`src/ocr_pkg.sv`:
```
// Package for the output channel one configuration register bank.
// Assumes an 8-bit register address/data control port from the host interface.
package ocr_pkg;
    // ----------------------------------------
    // Register offsets
    // ----------------------------------------
    localparam logic [7:0] OCR_POS_CFG_ADDR = 8'h65;
    localparam logic [7:0] OCR_NEG_CFG_ADDR = 8'h66;
    localparam logic [7:0] OCR_VOL_ADDR = 8'h67;
    // ----------------------------------------
    // Reset values and special codes
    // ----------------------------------------
    localparam logic [7:0] OCR_POS_CFG_RST = 8'h20;
    localparam logic [7:0] OCR_NEG_CFG_RST = 8'h20;
    localparam logic [7:0] OCR_VOL_RST = 8'hc9;
    localparam logic [7:0] OCR_VOL_MUTE = 8'h00;
    localparam logic [7:0] OCR_VOL_UNITY = 8'hc9;
    localparam logic [2:0] OCR_LVL_RESERVED = 3'h7;
    // ----------------------------------------
    // Field positions
    // ----------------------------------------
    localparam int OCR_DRV_HI = 7;
    localparam int OCR_DRV_LO = 6;
    localparam int OCR_LVL_HI = 5;
    localparam int OCR_LVL_LO = 3;
    localparam int OCR_IMP_BIT = 2;
    localparam int OCR_BIT1 = 1;
    localparam int OCR_BIT0 = 0;
    // ----------------------------------------
    // Decoded field types
    // ----------------------------------------
    typedef enum logic [1:0] {
        OCR_DRV_LINE = 2'h0,
        OCR_DRV_HEADPHONE = 2'h1,
        OCR_DRV_FOUR_OHM = 2'h2,
        OCR_DRV_RECEIVER = 2'h3
    } ocr_drive_t;
    typedef struct packed {
        ocr_drive_t drive;
        logic [2:0] level;
        logic level_valid;
        logic bypass_imp_20k;
    } ocr_pin_cfg_t;
    typedef struct packed {
        logic bypass_single_ended;
        logic wide_bandwidth;
        logic full_scale_high;
        logic rail_to_rail;
        logic [7:0] volume_code;
        logic volume_mute;
        logic volume_unity;
    } ocr_dac_cfg_t;
endpackage

```
`src/ocr_pin_decode.sv`:
```
// Decodes one output pin configuration byte into its control fields.
// Assumes the byte is the next-state value of a configuration register, ahead of its flop.
`timescale 1ns/1ps
module ocr_pin_decode
    import ocr_pkg::*;
(
    input wire logic [7:0] cfg,
    output ocr_pin_cfg_t pin
);
    always_comb begin
        pin.drive = ocr_drive_t'(cfg[OCR_DRV_HI:OCR_DRV_LO]);
        pin.level = cfg[OCR_LVL_HI:OCR_LVL_LO];
        // Reserved level code flagged so the analog stage can hold off
        pin.level_valid = (cfg[OCR_LVL_HI:OCR_LVL_LO] != OCR_LVL_RESERVED);
        pin.bypass_imp_20k = cfg[OCR_IMP_BIT];
    end
endmodule // ocr_pin_decode

```
`src/ocr_regs.sv`:
```
// Output channel one configuration register bank with host read/write port.
// Assumes a single-cycle host write strobe and a registered read answer.
//
// Operation
// [RQ1] Positive drive field bits 7-6, four types
// [RQ2] Negative drive field bits 7-6, same decode
// [RQ3] Positive level bits 5-3, reset 100b
// [RQ4] Negative level bits 5-3, reset 100b
// [RQ5] Software restricts level codes by path
// [RQ6] Bit 2 selects bypass impedance per input
// [RQ7] Bit 1 first register: bypass style
// [RQ8] Bit 0 first register: DAC bandwidth
// [RQ9] Bit 1 second register: full scale
// [RQ10] Software limits high full scale usage
// [RQ11] Bit 0 second register: coupling tolerance
// [RQ12] Volume code: mute, -100 dB, 0.5 steps
// [RQ13] Volume resets to 201, unity gain
// [RQ14] Fields read back last written value
`timescale 1ns/1ps
module ocr_regs
    import ocr_pkg::*;
(
    input wire logic clk,
    input wire logic rst,
    input wire logic wr_en,
    input wire logic rd_en,
    input wire logic [7:0] addr,
    input wire logic [7:0] wdata,
    output logic [7:0] rdata,
    output logic rvalid,
    output ocr_pin_cfg_t pos_pin,
    output ocr_pin_cfg_t neg_pin,
    output ocr_dac_cfg_t dac_cfg
);
    // ----------------------------------------
    // Register state
    // ----------------------------------------
    logic [7:0] pos_cfg_reg, pos_cfg_next;
    logic [7:0] neg_cfg_reg, neg_cfg_next;
    logic [7:0] vol_reg, vol_next;
    logic [7:0] rdata_reg, rdata_next;
    logic rvalid_reg, rvalid_next;
    ocr_pin_cfg_t pos_pin_reg, pos_pin_next;
    ocr_pin_cfg_t neg_pin_reg, neg_pin_next;
    ocr_dac_cfg_t dac_reg, dac_next;
    ocr_pin_cfg_t pos_dec, neg_dec;

    always_comb begin
        pos_cfg_next = pos_cfg_reg;
        neg_cfg_next = neg_cfg_reg;
        vol_next = vol_reg;
        if (wr_en) begin
            unique case (addr)
                OCR_POS_CFG_ADDR: pos_cfg_next = wdata; // [RQ1] [RQ3] [RQ14]
                OCR_NEG_CFG_ADDR: neg_cfg_next = wdata; // [RQ2] [RQ4] [RQ14]
                OCR_VOL_ADDR: vol_next = wdata; // [RQ12] [RQ14]
                default: ;
            endcase
        end
    end

    // ----------------------------------------
    // Read path
    // ----------------------------------------
    // Unmapped addresses read as zero; read shows stored byte before same-cycle write
    always_comb begin
        rvalid_next = rd_en;
        rdata_next = 8'h00;
        if (rd_en) begin
            unique case (addr)
                OCR_POS_CFG_ADDR: rdata_next = pos_cfg_reg; // [RQ14]
                OCR_NEG_CFG_ADDR: rdata_next = neg_cfg_reg; // [RQ14]
                OCR_VOL_ADDR: rdata_next = vol_reg; // [RQ14]
                default: rdata_next = 8'h00;
            endcase
        end
    end

    // ----------------------------------------
    // Field decode
    // ----------------------------------------
    ocr_pin_decode u_pos_dec (
        .cfg(pos_cfg_next),
        .pin(pos_dec)
    );
    ocr_pin_decode u_neg_dec (
        .cfg(neg_cfg_next),
        .pin(neg_dec)
    );

    always_comb begin
        pos_pin_next = pos_dec; // [RQ1] [RQ3] [RQ6]
        neg_pin_next = neg_dec; // [RQ2] [RQ4] [RQ6]
        dac_next.bypass_single_ended = pos_cfg_next[OCR_BIT1]; // [RQ7]
        dac_next.wide_bandwidth = pos_cfg_next[OCR_BIT0]; // [RQ8]
        dac_next.full_scale_high = neg_cfg_next[OCR_BIT1]; // [RQ9]
        dac_next.rail_to_rail = neg_cfg_next[OCR_BIT0]; // [RQ11]
        dac_next.volume_code = vol_next; // [RQ12]
        dac_next.volume_mute = (vol_next == OCR_VOL_MUTE); // [RQ12]
        dac_next.volume_unity = (vol_next == OCR_VOL_UNITY); // [RQ13]
    end

    // ----------------------------------------
    // Registers
    // ----------------------------------------
    // Decoded outputs registered alongside raw bytes so they track in the same cycle
    always_ff @(posedge clk) begin
        if (rst) begin
            pos_cfg_reg <= OCR_POS_CFG_RST; // [RQ3]
            neg_cfg_reg <= OCR_NEG_CFG_RST; // [RQ4]
            vol_reg <= OCR_VOL_RST; // [RQ13]
            rdata_reg <= 8'h00;
            rvalid_reg <= 1'b0;
            pos_pin_reg.drive <= ocr_drive_t'(OCR_POS_CFG_RST[OCR_DRV_HI:OCR_DRV_LO]); // [RQ1]
            pos_pin_reg.level <= OCR_POS_CFG_RST[OCR_LVL_HI:OCR_LVL_LO]; // [RQ3]
            pos_pin_reg.level_valid <= (OCR_POS_CFG_RST[OCR_LVL_HI:OCR_LVL_LO] != OCR_LVL_RESERVED);
            pos_pin_reg.bypass_imp_20k <= OCR_POS_CFG_RST[OCR_IMP_BIT];
            neg_pin_reg.drive <= ocr_drive_t'(OCR_NEG_CFG_RST[OCR_DRV_HI:OCR_DRV_LO]); // [RQ2]
            neg_pin_reg.level <= OCR_NEG_CFG_RST[OCR_LVL_HI:OCR_LVL_LO]; // [RQ4]
            neg_pin_reg.level_valid <= (OCR_NEG_CFG_RST[OCR_LVL_HI:OCR_LVL_LO] != OCR_LVL_RESERVED);
            neg_pin_reg.bypass_imp_20k <= OCR_NEG_CFG_RST[OCR_IMP_BIT];
            dac_reg.bypass_single_ended <= OCR_POS_CFG_RST[OCR_BIT1];
            dac_reg.wide_bandwidth <= OCR_POS_CFG_RST[OCR_BIT0];
            dac_reg.full_scale_high <= OCR_NEG_CFG_RST[OCR_BIT1];
            dac_reg.rail_to_rail <= OCR_NEG_CFG_RST[OCR_BIT0];
            dac_reg.volume_code <= OCR_VOL_RST; // [RQ13]
            dac_reg.volume_mute <= (OCR_VOL_RST == OCR_VOL_MUTE);
            dac_reg.volume_unity <= (OCR_VOL_RST == OCR_VOL_UNITY);
        end else begin
            pos_cfg_reg <= pos_cfg_next;
            neg_cfg_reg <= neg_cfg_next;
            vol_reg <= vol_next;
            rdata_reg <= rdata_next;
            rvalid_reg <= rvalid_next;
            pos_pin_reg <= pos_pin_next;
            neg_pin_reg <= neg_pin_next;
            dac_reg <= dac_next;
        end
    end

    assign rdata = rdata_reg;
    assign rvalid = rvalid_reg;
    assign pos_pin = pos_pin_reg;
    assign neg_pin = neg_pin_reg;
    assign dac_cfg = dac_reg;

    // Strobes to addresses outside the bank
    logic addr_unmapped;
    assign addr_unmapped = (addr != OCR_POS_CFG_ADDR) && (addr != OCR_NEG_CFG_ADDR) && (addr != OCR_VOL_ADDR);

    // ----------------------------------------
    // Assertions
    // ----------------------------------------
    // Write path: decoded fields follow the byte written
    pos_drive_a: assert property (@(posedge clk) disable iff (rst) // [RQ1]
        wr_en && addr == OCR_POS_CFG_ADDR
        |=> pos_pin.drive == ocr_drive_t'($past(wdata[OCR_DRV_HI:OCR_DRV_LO])))
        else $error("positive drive not updated");
    neg_drive_a: assert property (@(posedge clk) disable iff (rst) // [RQ2]
        wr_en && addr == OCR_NEG_CFG_ADDR
        |=> neg_pin.drive == ocr_drive_t'($past(wdata[OCR_DRV_HI:OCR_DRV_LO])))
        else $error("negative drive not updated");
    pos_level_a: assert property (@(posedge clk) disable iff (rst) // [RQ3]
        wr_en && addr == OCR_POS_CFG_ADDR |=> pos_pin.level == $past(wdata[OCR_LVL_HI:OCR_LVL_LO])
        && pos_pin.level_valid == ($past(wdata[OCR_LVL_HI:OCR_LVL_LO]) != OCR_LVL_RESERVED))
        else $error("positive level wrong");
    neg_level_a: assert property (@(posedge clk) disable iff (rst) // [RQ4]
        wr_en && addr == OCR_NEG_CFG_ADDR
        |=> neg_pin.level == $past(wdata[OCR_LVL_HI:OCR_LVL_LO]))
        else $error("negative level wrong");
    neg_valid_a: assert property (@(posedge clk) disable iff (rst) // [RQ4]
        wr_en && addr == OCR_NEG_CFG_ADDR
        |=> neg_pin.level_valid == ($past(wdata[OCR_LVL_HI:OCR_LVL_LO]) != OCR_LVL_RESERVED))
        else $error("negative level flag wrong");
    pos_imp_write_a: assert property (@(posedge clk) disable iff (rst) // [RQ6]
        wr_en && addr == OCR_POS_CFG_ADDR
        |=> pos_pin.bypass_imp_20k == $past(wdata[OCR_IMP_BIT]))
        else $error("first register impedance not updated");
    neg_imp_write_a: assert property (@(posedge clk) disable iff (rst) // [RQ6]
        wr_en && addr == OCR_NEG_CFG_ADDR
        |=> neg_pin.bypass_imp_20k == $past(wdata[OCR_IMP_BIT]))
        else $error("second register impedance not updated");
    style_write_a: assert property (@(posedge clk) disable iff (rst) // [RQ7]
        wr_en && addr == OCR_POS_CFG_ADDR
        |=> dac_cfg.bypass_single_ended == $past(wdata[OCR_BIT1]))
        else $error("bypass style not updated");
    bandwidth_write_a: assert property (@(posedge clk) disable iff (rst) // [RQ8]
        wr_en && addr == OCR_POS_CFG_ADDR
        |=> dac_cfg.wide_bandwidth == $past(wdata[OCR_BIT0]))
        else $error("bandwidth not updated");
    full_scale_a: assert property (@(posedge clk) disable iff (rst) // [RQ9]
        wr_en && addr == OCR_NEG_CFG_ADDR
        |=> dac_cfg.full_scale_high == $past(wdata[OCR_BIT1]))
        else $error("full scale not updated");
    coupling_write_a: assert property (@(posedge clk) disable iff (rst) // [RQ11]
        wr_en && addr == OCR_NEG_CFG_ADDR
        |=> dac_cfg.rail_to_rail == $past(wdata[OCR_BIT0]))
        else $error("coupling tolerance not updated");
    volume_write_a: assert property (@(posedge clk) disable iff (rst) // [RQ12]
        wr_en && addr == OCR_VOL_ADDR
        |=> dac_cfg.volume_code == $past(wdata) && vol_reg == $past(wdata))
        else $error("volume code not updated");
    mute_write_a: assert property (@(posedge clk) disable iff (rst) // [RQ12]
        wr_en && addr == OCR_VOL_ADDR
        |=> dac_cfg.volume_mute == ($past(wdata) == OCR_VOL_MUTE))
        else $error("mute flag not updated");

    // ----------------------------------------
    // Assertions: outputs track stored bytes
    // ----------------------------------------
    // Decoded copies must never drift from the bytes read back
    bypass_imp_a: assert property (@(posedge clk) disable iff (rst) // [RQ6]
        pos_pin.bypass_imp_20k == pos_cfg_reg[OCR_IMP_BIT]
        && neg_pin.bypass_imp_20k == neg_cfg_reg[OCR_IMP_BIT])
        else $error("bypass impedance mismatch");
    first_bits_a: assert property (@(posedge clk) disable iff (rst) // [RQ7] [RQ8]
        dac_cfg.bypass_single_ended == pos_cfg_reg[OCR_BIT1]
        && dac_cfg.wide_bandwidth == pos_cfg_reg[OCR_BIT0])
        else $error("first register low bits mismatch");
    second_bits_a: assert property (@(posedge clk) disable iff (rst) // [RQ9] [RQ11]
        dac_cfg.full_scale_high == neg_cfg_reg[OCR_BIT1]
        && dac_cfg.rail_to_rail == neg_cfg_reg[OCR_BIT0])
        else $error("second register low bits mismatch");
    volume_mute_a: assert property (@(posedge clk) disable iff (rst) // [RQ12]
        dac_cfg.volume_mute == (dac_cfg.volume_code == OCR_VOL_MUTE)
        && dac_cfg.volume_code == vol_reg)
        else $error("volume mute wrong");
    volume_unity_a: assert property (@(posedge clk) disable iff (rst) // [RQ13]
        dac_cfg.volume_unity == (dac_cfg.volume_code == OCR_VOL_UNITY))
        else $error("volume unity flag wrong");

    // ----------------------------------------
    // Assertions: reset values
    // ----------------------------------------
    // No disable here: these look at the edge right after a reset edge
    volume_reset_a: assert property (@(posedge clk) // [RQ13]
        $past(rst) |-> vol_reg == OCR_VOL_RST && dac_cfg.volume_code == OCR_VOL_RST
        && dac_cfg.volume_unity)
        else $error("volume reset not unity");
    reset_cfg_a: assert property (@(posedge clk) // [RQ3] [RQ4]
        $past(rst) |-> pos_cfg_reg == OCR_POS_CFG_RST && neg_cfg_reg == OCR_NEG_CFG_RST
        && !rvalid
        && rdata == 8'h00)
        else $error("register reset value wrong");
    reset_pins_a: assert property (@(posedge clk) // [RQ1] [RQ2]
        $past(rst) |-> pos_pin.drive == OCR_DRV_LINE && neg_pin.drive == OCR_DRV_LINE
        && pos_pin.level == OCR_POS_CFG_RST[OCR_LVL_HI:OCR_LVL_LO]
        && neg_pin.level == OCR_NEG_CFG_RST[OCR_LVL_HI:OCR_LVL_LO])
        else $error("pin reset value wrong");
    reset_dac_a: assert property (@(posedge clk) // [RQ7] [RQ8] [RQ9] [RQ11]
        $past(rst) |-> !dac_cfg.bypass_single_ended && !dac_cfg.wide_bandwidth
        && !dac_cfg.full_scale_high && !dac_cfg.rail_to_rail
        && !dac_cfg.volume_mute)
        else $error("converter reset value wrong");

    // ----------------------------------------
    // Assertions: host port
    // ----------------------------------------
    // Read answers come from the byte stored before the edge
    read_back_a: assert property (@(posedge clk) disable iff (rst) // [RQ14]
        wr_en && !rd_en ##1 rd_en && !wr_en && addr == $past(addr) && addr == OCR_VOL_ADDR
        |=> rvalid
        && rdata == $past(wdata, 2))
        else $error("read back mismatch");
    pos_read_a: assert property (@(posedge clk) disable iff (rst) // [RQ14]
        rd_en && addr == OCR_POS_CFG_ADDR
        |=> rvalid && rdata == $past(pos_cfg_reg))
        else $error("first register read wrong");
    neg_read_a: assert property (@(posedge clk) disable iff (rst) // [RQ14]
        rd_en && addr == OCR_NEG_CFG_ADDR
        |=> rvalid && rdata == $past(neg_cfg_reg))
        else $error("second register read wrong");
    vol_read_a: assert property (@(posedge clk) disable iff (rst) // [RQ14]
        rd_en && addr == OCR_VOL_ADDR
        |=> rvalid && rdata == $past(vol_reg))
        else $error("volume register read wrong");
    unmapped_read_a: assert property (@(posedge clk) disable iff (rst) // [RQ14]
        rd_en && addr_unmapped
        |=> rvalid && rdata == 8'h00)
        else $error("unmapped read not zero");
    read_answer_a: assert property (@(posedge clk) disable iff (rst) // [RQ14]
        rd_en |=> rvalid)
        else $error("read answer missing");
    read_pulse_a: assert property (@(posedge clk) disable iff (rst) // [RQ14]
        !rd_en |=> !rvalid && rdata == 8'h00)
        else $error("read answer outside pulse");
    wr_unmapped_a: assert property (@(posedge clk) disable iff (rst) // [RQ14]
        wr_en && addr_unmapped
        |=> $stable(pos_cfg_reg) && $stable(neg_cfg_reg) && $stable(vol_reg))
        else $error("unmapped write changed a register");
    // Hold checks skip reset: a reset edge may change any byte
    pos_hold_a: assert property (@(posedge clk) disable iff (rst) // [RQ14]
        !(wr_en && addr == OCR_POS_CFG_ADDR)
        |=> $stable(pos_cfg_reg))
        else $error("first register changed without write");
    neg_hold_a: assert property (@(posedge clk) disable iff (rst) // [RQ14]
        !(wr_en && addr == OCR_NEG_CFG_ADDR)
        |=> $stable(neg_cfg_reg))
        else $error("second register changed without write");
    vol_hold_a: assert property (@(posedge clk) disable iff (rst) // [RQ14]
        !(wr_en && addr == OCR_VOL_ADDR)
        |=> $stable(vol_reg))
        else $error("volume register changed without write");
endmodule // ocr_regs

```
`config.mk`:
```
export PLATFORM = sky130hd
export DESIGN_NAME = ocr_regs
export DESIGN_NICKNAME = d
export VERILOG_FILES = /design/src/ocr_pkg.sv /design/src/ocr_pin_decode.sv /design/src/ocr_regs.sv
export SDC_FILE = /design/constraint.sdc
export NUM_CORES = 1
export LEC_CHECK = 0
export BUFFER_PORTS_ARGS = -buffer_cell sky130_fd_sc_hd__buf_2
export CORE_UTILIZATION = 49
export DETAILED_ROUTE_END_ITERATION = 7
export GPL_TIMING_DRIVEN = 0
export HOLD_SLACK_MARGIN = 0.03
export PLACE_DENSITY_LB_ADDON = 0.15
export SYNTH_ARGS = -nofsm -noshare
export SYNTH_HDL_FRONTEND = slang
export SYNTH_SLANG_ARGS = --single-unit
export TNS_END_PERCENT = 10
```
`constraint.sdc`:
```
create_clock -name clk -period 1.4 [get_ports clk]
set_input_delay 0.28 -clock clk [delete_from_list [all_inputs] [get_ports clk]]
set_output_delay 0.28 -clock clk [all_outputs]
set_load 0.02 [all_outputs]
```
==> results.sh <==
export IMPL_die_area_um2=3690
export IMPL_cts_hold_fix_buffers=0
export IMPL_drt_antenna_violating_nets=0
export IMPL_route_vias_total=1468
export IMPL_leakage_nw=0.993
export IMPL_cts_tree="done"
export IMPL_syn_num_nets=182
export IMPL_critPathBufInv=1
export IMPL_multi_input_area_um2=881
export IMPL_clk_latency_ps=360
export IMPL_powerDensity_nw_per_um2=944
export IMPL_highest_layer="met4"
export IMPL_post_route_min_period_ps=1300
export IMPL_synth_area_mux_share_pct=22.2
export IMPL_hold_viol=0
export IMPL_critPathTopFamily="flip-flops"
export IMPL_post_dp_hpwl_um=3090
export IMPL_setup_violations=0
export IMPL_cts_setup_buffers=0
export IMPL_cts_sink_count=37
export IMPL_fin_ws_ps=101
export IMPL_seq_area_um2=741
export IMPL_p_comb_share_pct=7.8
export IMPL_ys_ff_latch=37
export IMPL_fmax_mhz=770
export IMPL_synth_fa_ha_area_share_pct=0
export IMPL_grt_pass1_wl_um=6760
export IMPL_wl_met3_um=178
export IMPL_gp_congestion=0.830
export IMPL_pwr_share_seq_pct=52.9
export IMPL_grtUsageTotal_pct=25.9
export IMPL_wl_met2_um=2190
export IMPL_largest_reg_flops=10
export IMPL_finalWirelength_um=4270
export IMPL_synth_area_um2=1690
export IMPL_grt_pass1_vias=1414
export IMPL_antenna_found_initial=0
export IMPL_reg2reg_slack_ps=220
export IMPL_critical_path_startpoint_type="flop"
export IMPL_synth_xor_area_share_pct=0
export IMPL_post_place_ws_ps=-166
export IMPL_cts_resized=0
export IMPL_required_ps=1120
export IMPL_intPower_mw=1.55
export IMPL_final_cell_mix="buf_2 (59), dfxtp_1 (37), nand2b_1 (26), mux2i_1 (26), nor2_1 (20)"
export IMPL_worstMarginPinSlew_ps=791
export IMPL_slew_limit_headroom_pct=47.2
export IMPL_drt_iter0_markers=42
export IMPL_layout_drive_gt1_share_pct=35.8
export IMPL_vias_per_cell=5.44
export IMPL_ys_seq_area_share_pct=43.8
export IMPL_start_util_pct=53.7
export IMPL_portBuffers=56
export IMPL_wl_met1_um=1830
export IMPL_syn_inst=162
export IMPL_drv_slew=0
export IMPL_die_y_um=60.8
export IMPL_p_total_mw=1.99
export IMPL_path_cells="buf_2"
export IMPL_grt_max_degree=12
export IMPL_wire_per_inst_um=15.8
export IMPL_core_um2=3150
export IMPL_first_pass_iters=4
export IMPL_maxCapViolCount=0
export IMPL_syn_mean_instance_area_um2=10.4
export IMPL_p_sw_share_pct=22.3
export IMPL_fin_skew_ps=13.8
export IMPL_htree_num_levels=2
export IMPL_syn_to_final_growth_pct=24.8
export IMPL_grt_overflow=0
export IMPL_clock_path_buffers=2
export IMPL_status="complete, no violations"
export IMPL_final_common_cell="buf_2"
export IMPL_cpPeakStageDelay_ps=460
export IMPL_clkTransAtPathRegs_ps=110
export IMPL_p_switching_mw=0.444
export IMPL_worstPathArrival_ps=1020
export IMPL_timing_final_crit_share_pct=92.8
export IMPL_ir_worst_vdd_mv=0.574
export IMPL_drc=0
export IMPL_synthSimpleGateAreaFrac_pct=25.1
export IMPL_fillerInstances=284
export IMPL_antennaDiodeCount=0
export IMPL_fin_nets=245
export IMPL_yosysWarnings=0
export IMPL_pwr_share_clk_pct=39.3
export IMPL_critPathKind="reg2out"
export IMPL_fp_row_count=20
export IMPL_end_kind="output port"
export IMPL_crit_fanout=5
export IMPL_min_path_type="in2reg"
export IMPL_cts_buffers=5
export IMPL_synth_cell_types=27
export IMPL_crit_path_top_delay_cell="dfxtp_1"
export IMPL_ios=57
export IMPL_synth_top_family_by_area="simple AND/OR/NAND/NOR gates"
export IMPL_root_buffer="clkbuf_4"
export IMPL_die_w_um=60.8
export IMPL_rsz0062_at_grt="no"
export IMPL_synth_compound_area_share_pct=4.66
## final cells by class
type                    count  area share [%]
repair buffers             56            13.3
plain buffers              11            3.37
clock buffers               7            2.61
well taps                  44            2.61
multi-input cells         114            41.7
clock inverters             1            1.42
flip-flops and latches     37            35.1
## routing by layer
| layer | global-route usage [%] | up-vias |
|---|---|---|
| li1 | - | 699 |
| met1 | 30.8 | 719 |
| met2 | 45.2 | 43 |
| met3 | 4.48 | 7 |
| met4 | 12.0 | 0 |
| met5 | 0 | - |
## final timing paths
path                                      from             end  cells after the start
worst max-delay path                dac_cfg[5]      dac_cfg[5]                      1
worst min register to register  pos_cfg_reg[6]  pos_cfg_reg[6]                      2
worst max register to register      dac_cfg[3]      dac_cfg[1]                      3
worst min-delay path                       rst          rvalid                      2
## power groups by stage
stage                     clock network, mW  registers [mW]  logic, mW
final                                 0.783            1.06      0.155
after global routing                  0.828            1.06      0.168
after CTS                             0.781            1.06      0.155
after detailed placement                  0            1.08      0.153
after global placement                    0            1.08      0.149
after floorplan                           0            1.08     0.0844
## cells by family (layout without fill, tap and decap cells)
family | after synthesis | count (layout)
and+or+nand+nor | 67 | 67
AOI/OAI and AO/OA | 11 | 11
DFF | 37 | 37
muxes | 36 | 36
buffers and inverters | 11 | 75
## synth_stat cells
| master | count | share of area, % |
|---|---|---|
| nor2_1 | 20 | 4.4 |
| clkbuf_1 | 4 | 0.89 |
| nand4b_4 | 1 | 1.4 |
| mux2_2 | 8 | 5.3 |
| nand3_4 | 1 | 1.0 |
| nand2b_1 | 26 | 9.6 |
| and4_1 | 3 | 1.6 |
| mux2_1 | 1 | 0.67 |
| nand4_1 | 1 | 0.37 |
| and3_1 | 1 | 0.37 |
| buf_6 | 3 | 2.0 |
| o2111ai_1 | 1 | 0.52 |
| nor3_1 | 1 | 0.30 |
| buf_2 | 3 | 0.89 |
| a21oi_1 | 2 | 0.59 |
| mux2_4 | 1 | 0.89 |
| nor2b_1 | 3 | 1.1 |
| dfxtp_1 | 37 | 44 |
| mux2i_1 | 26 | 15 |
| nand3_1 | 1 | 0.30 |
| and3b_1 | 1 | 0.52 |
| nor4_1 | 2 | 0.74 |
| a22oi_1 | 8 | 3.5 |
| nand4b_1 | 4 | 2.1 |
| and4b_1 | 1 | 0.59 |
| and4bb_1 | 1 | 0.74 |
| buf_4 | 1 | 0.44 |
## metrics by stage
step	hold WS (ps)	TNS (ps)	utilization [%]	instance area, um^2	std cells
2_1_floorplan	363	0	-	1690	162
3_3_place_gp	470	-1260	64.3	2030	262
3_5_place_dp	490	-1410	64.3	2030	262
4_1_cts	203	0	67.0	2110	270
5_1_grt	200	0	67.0	2110	270
6_report	198	0	67.0	2110	270
No activity file was read; power rests on OpenSTA's default activity.
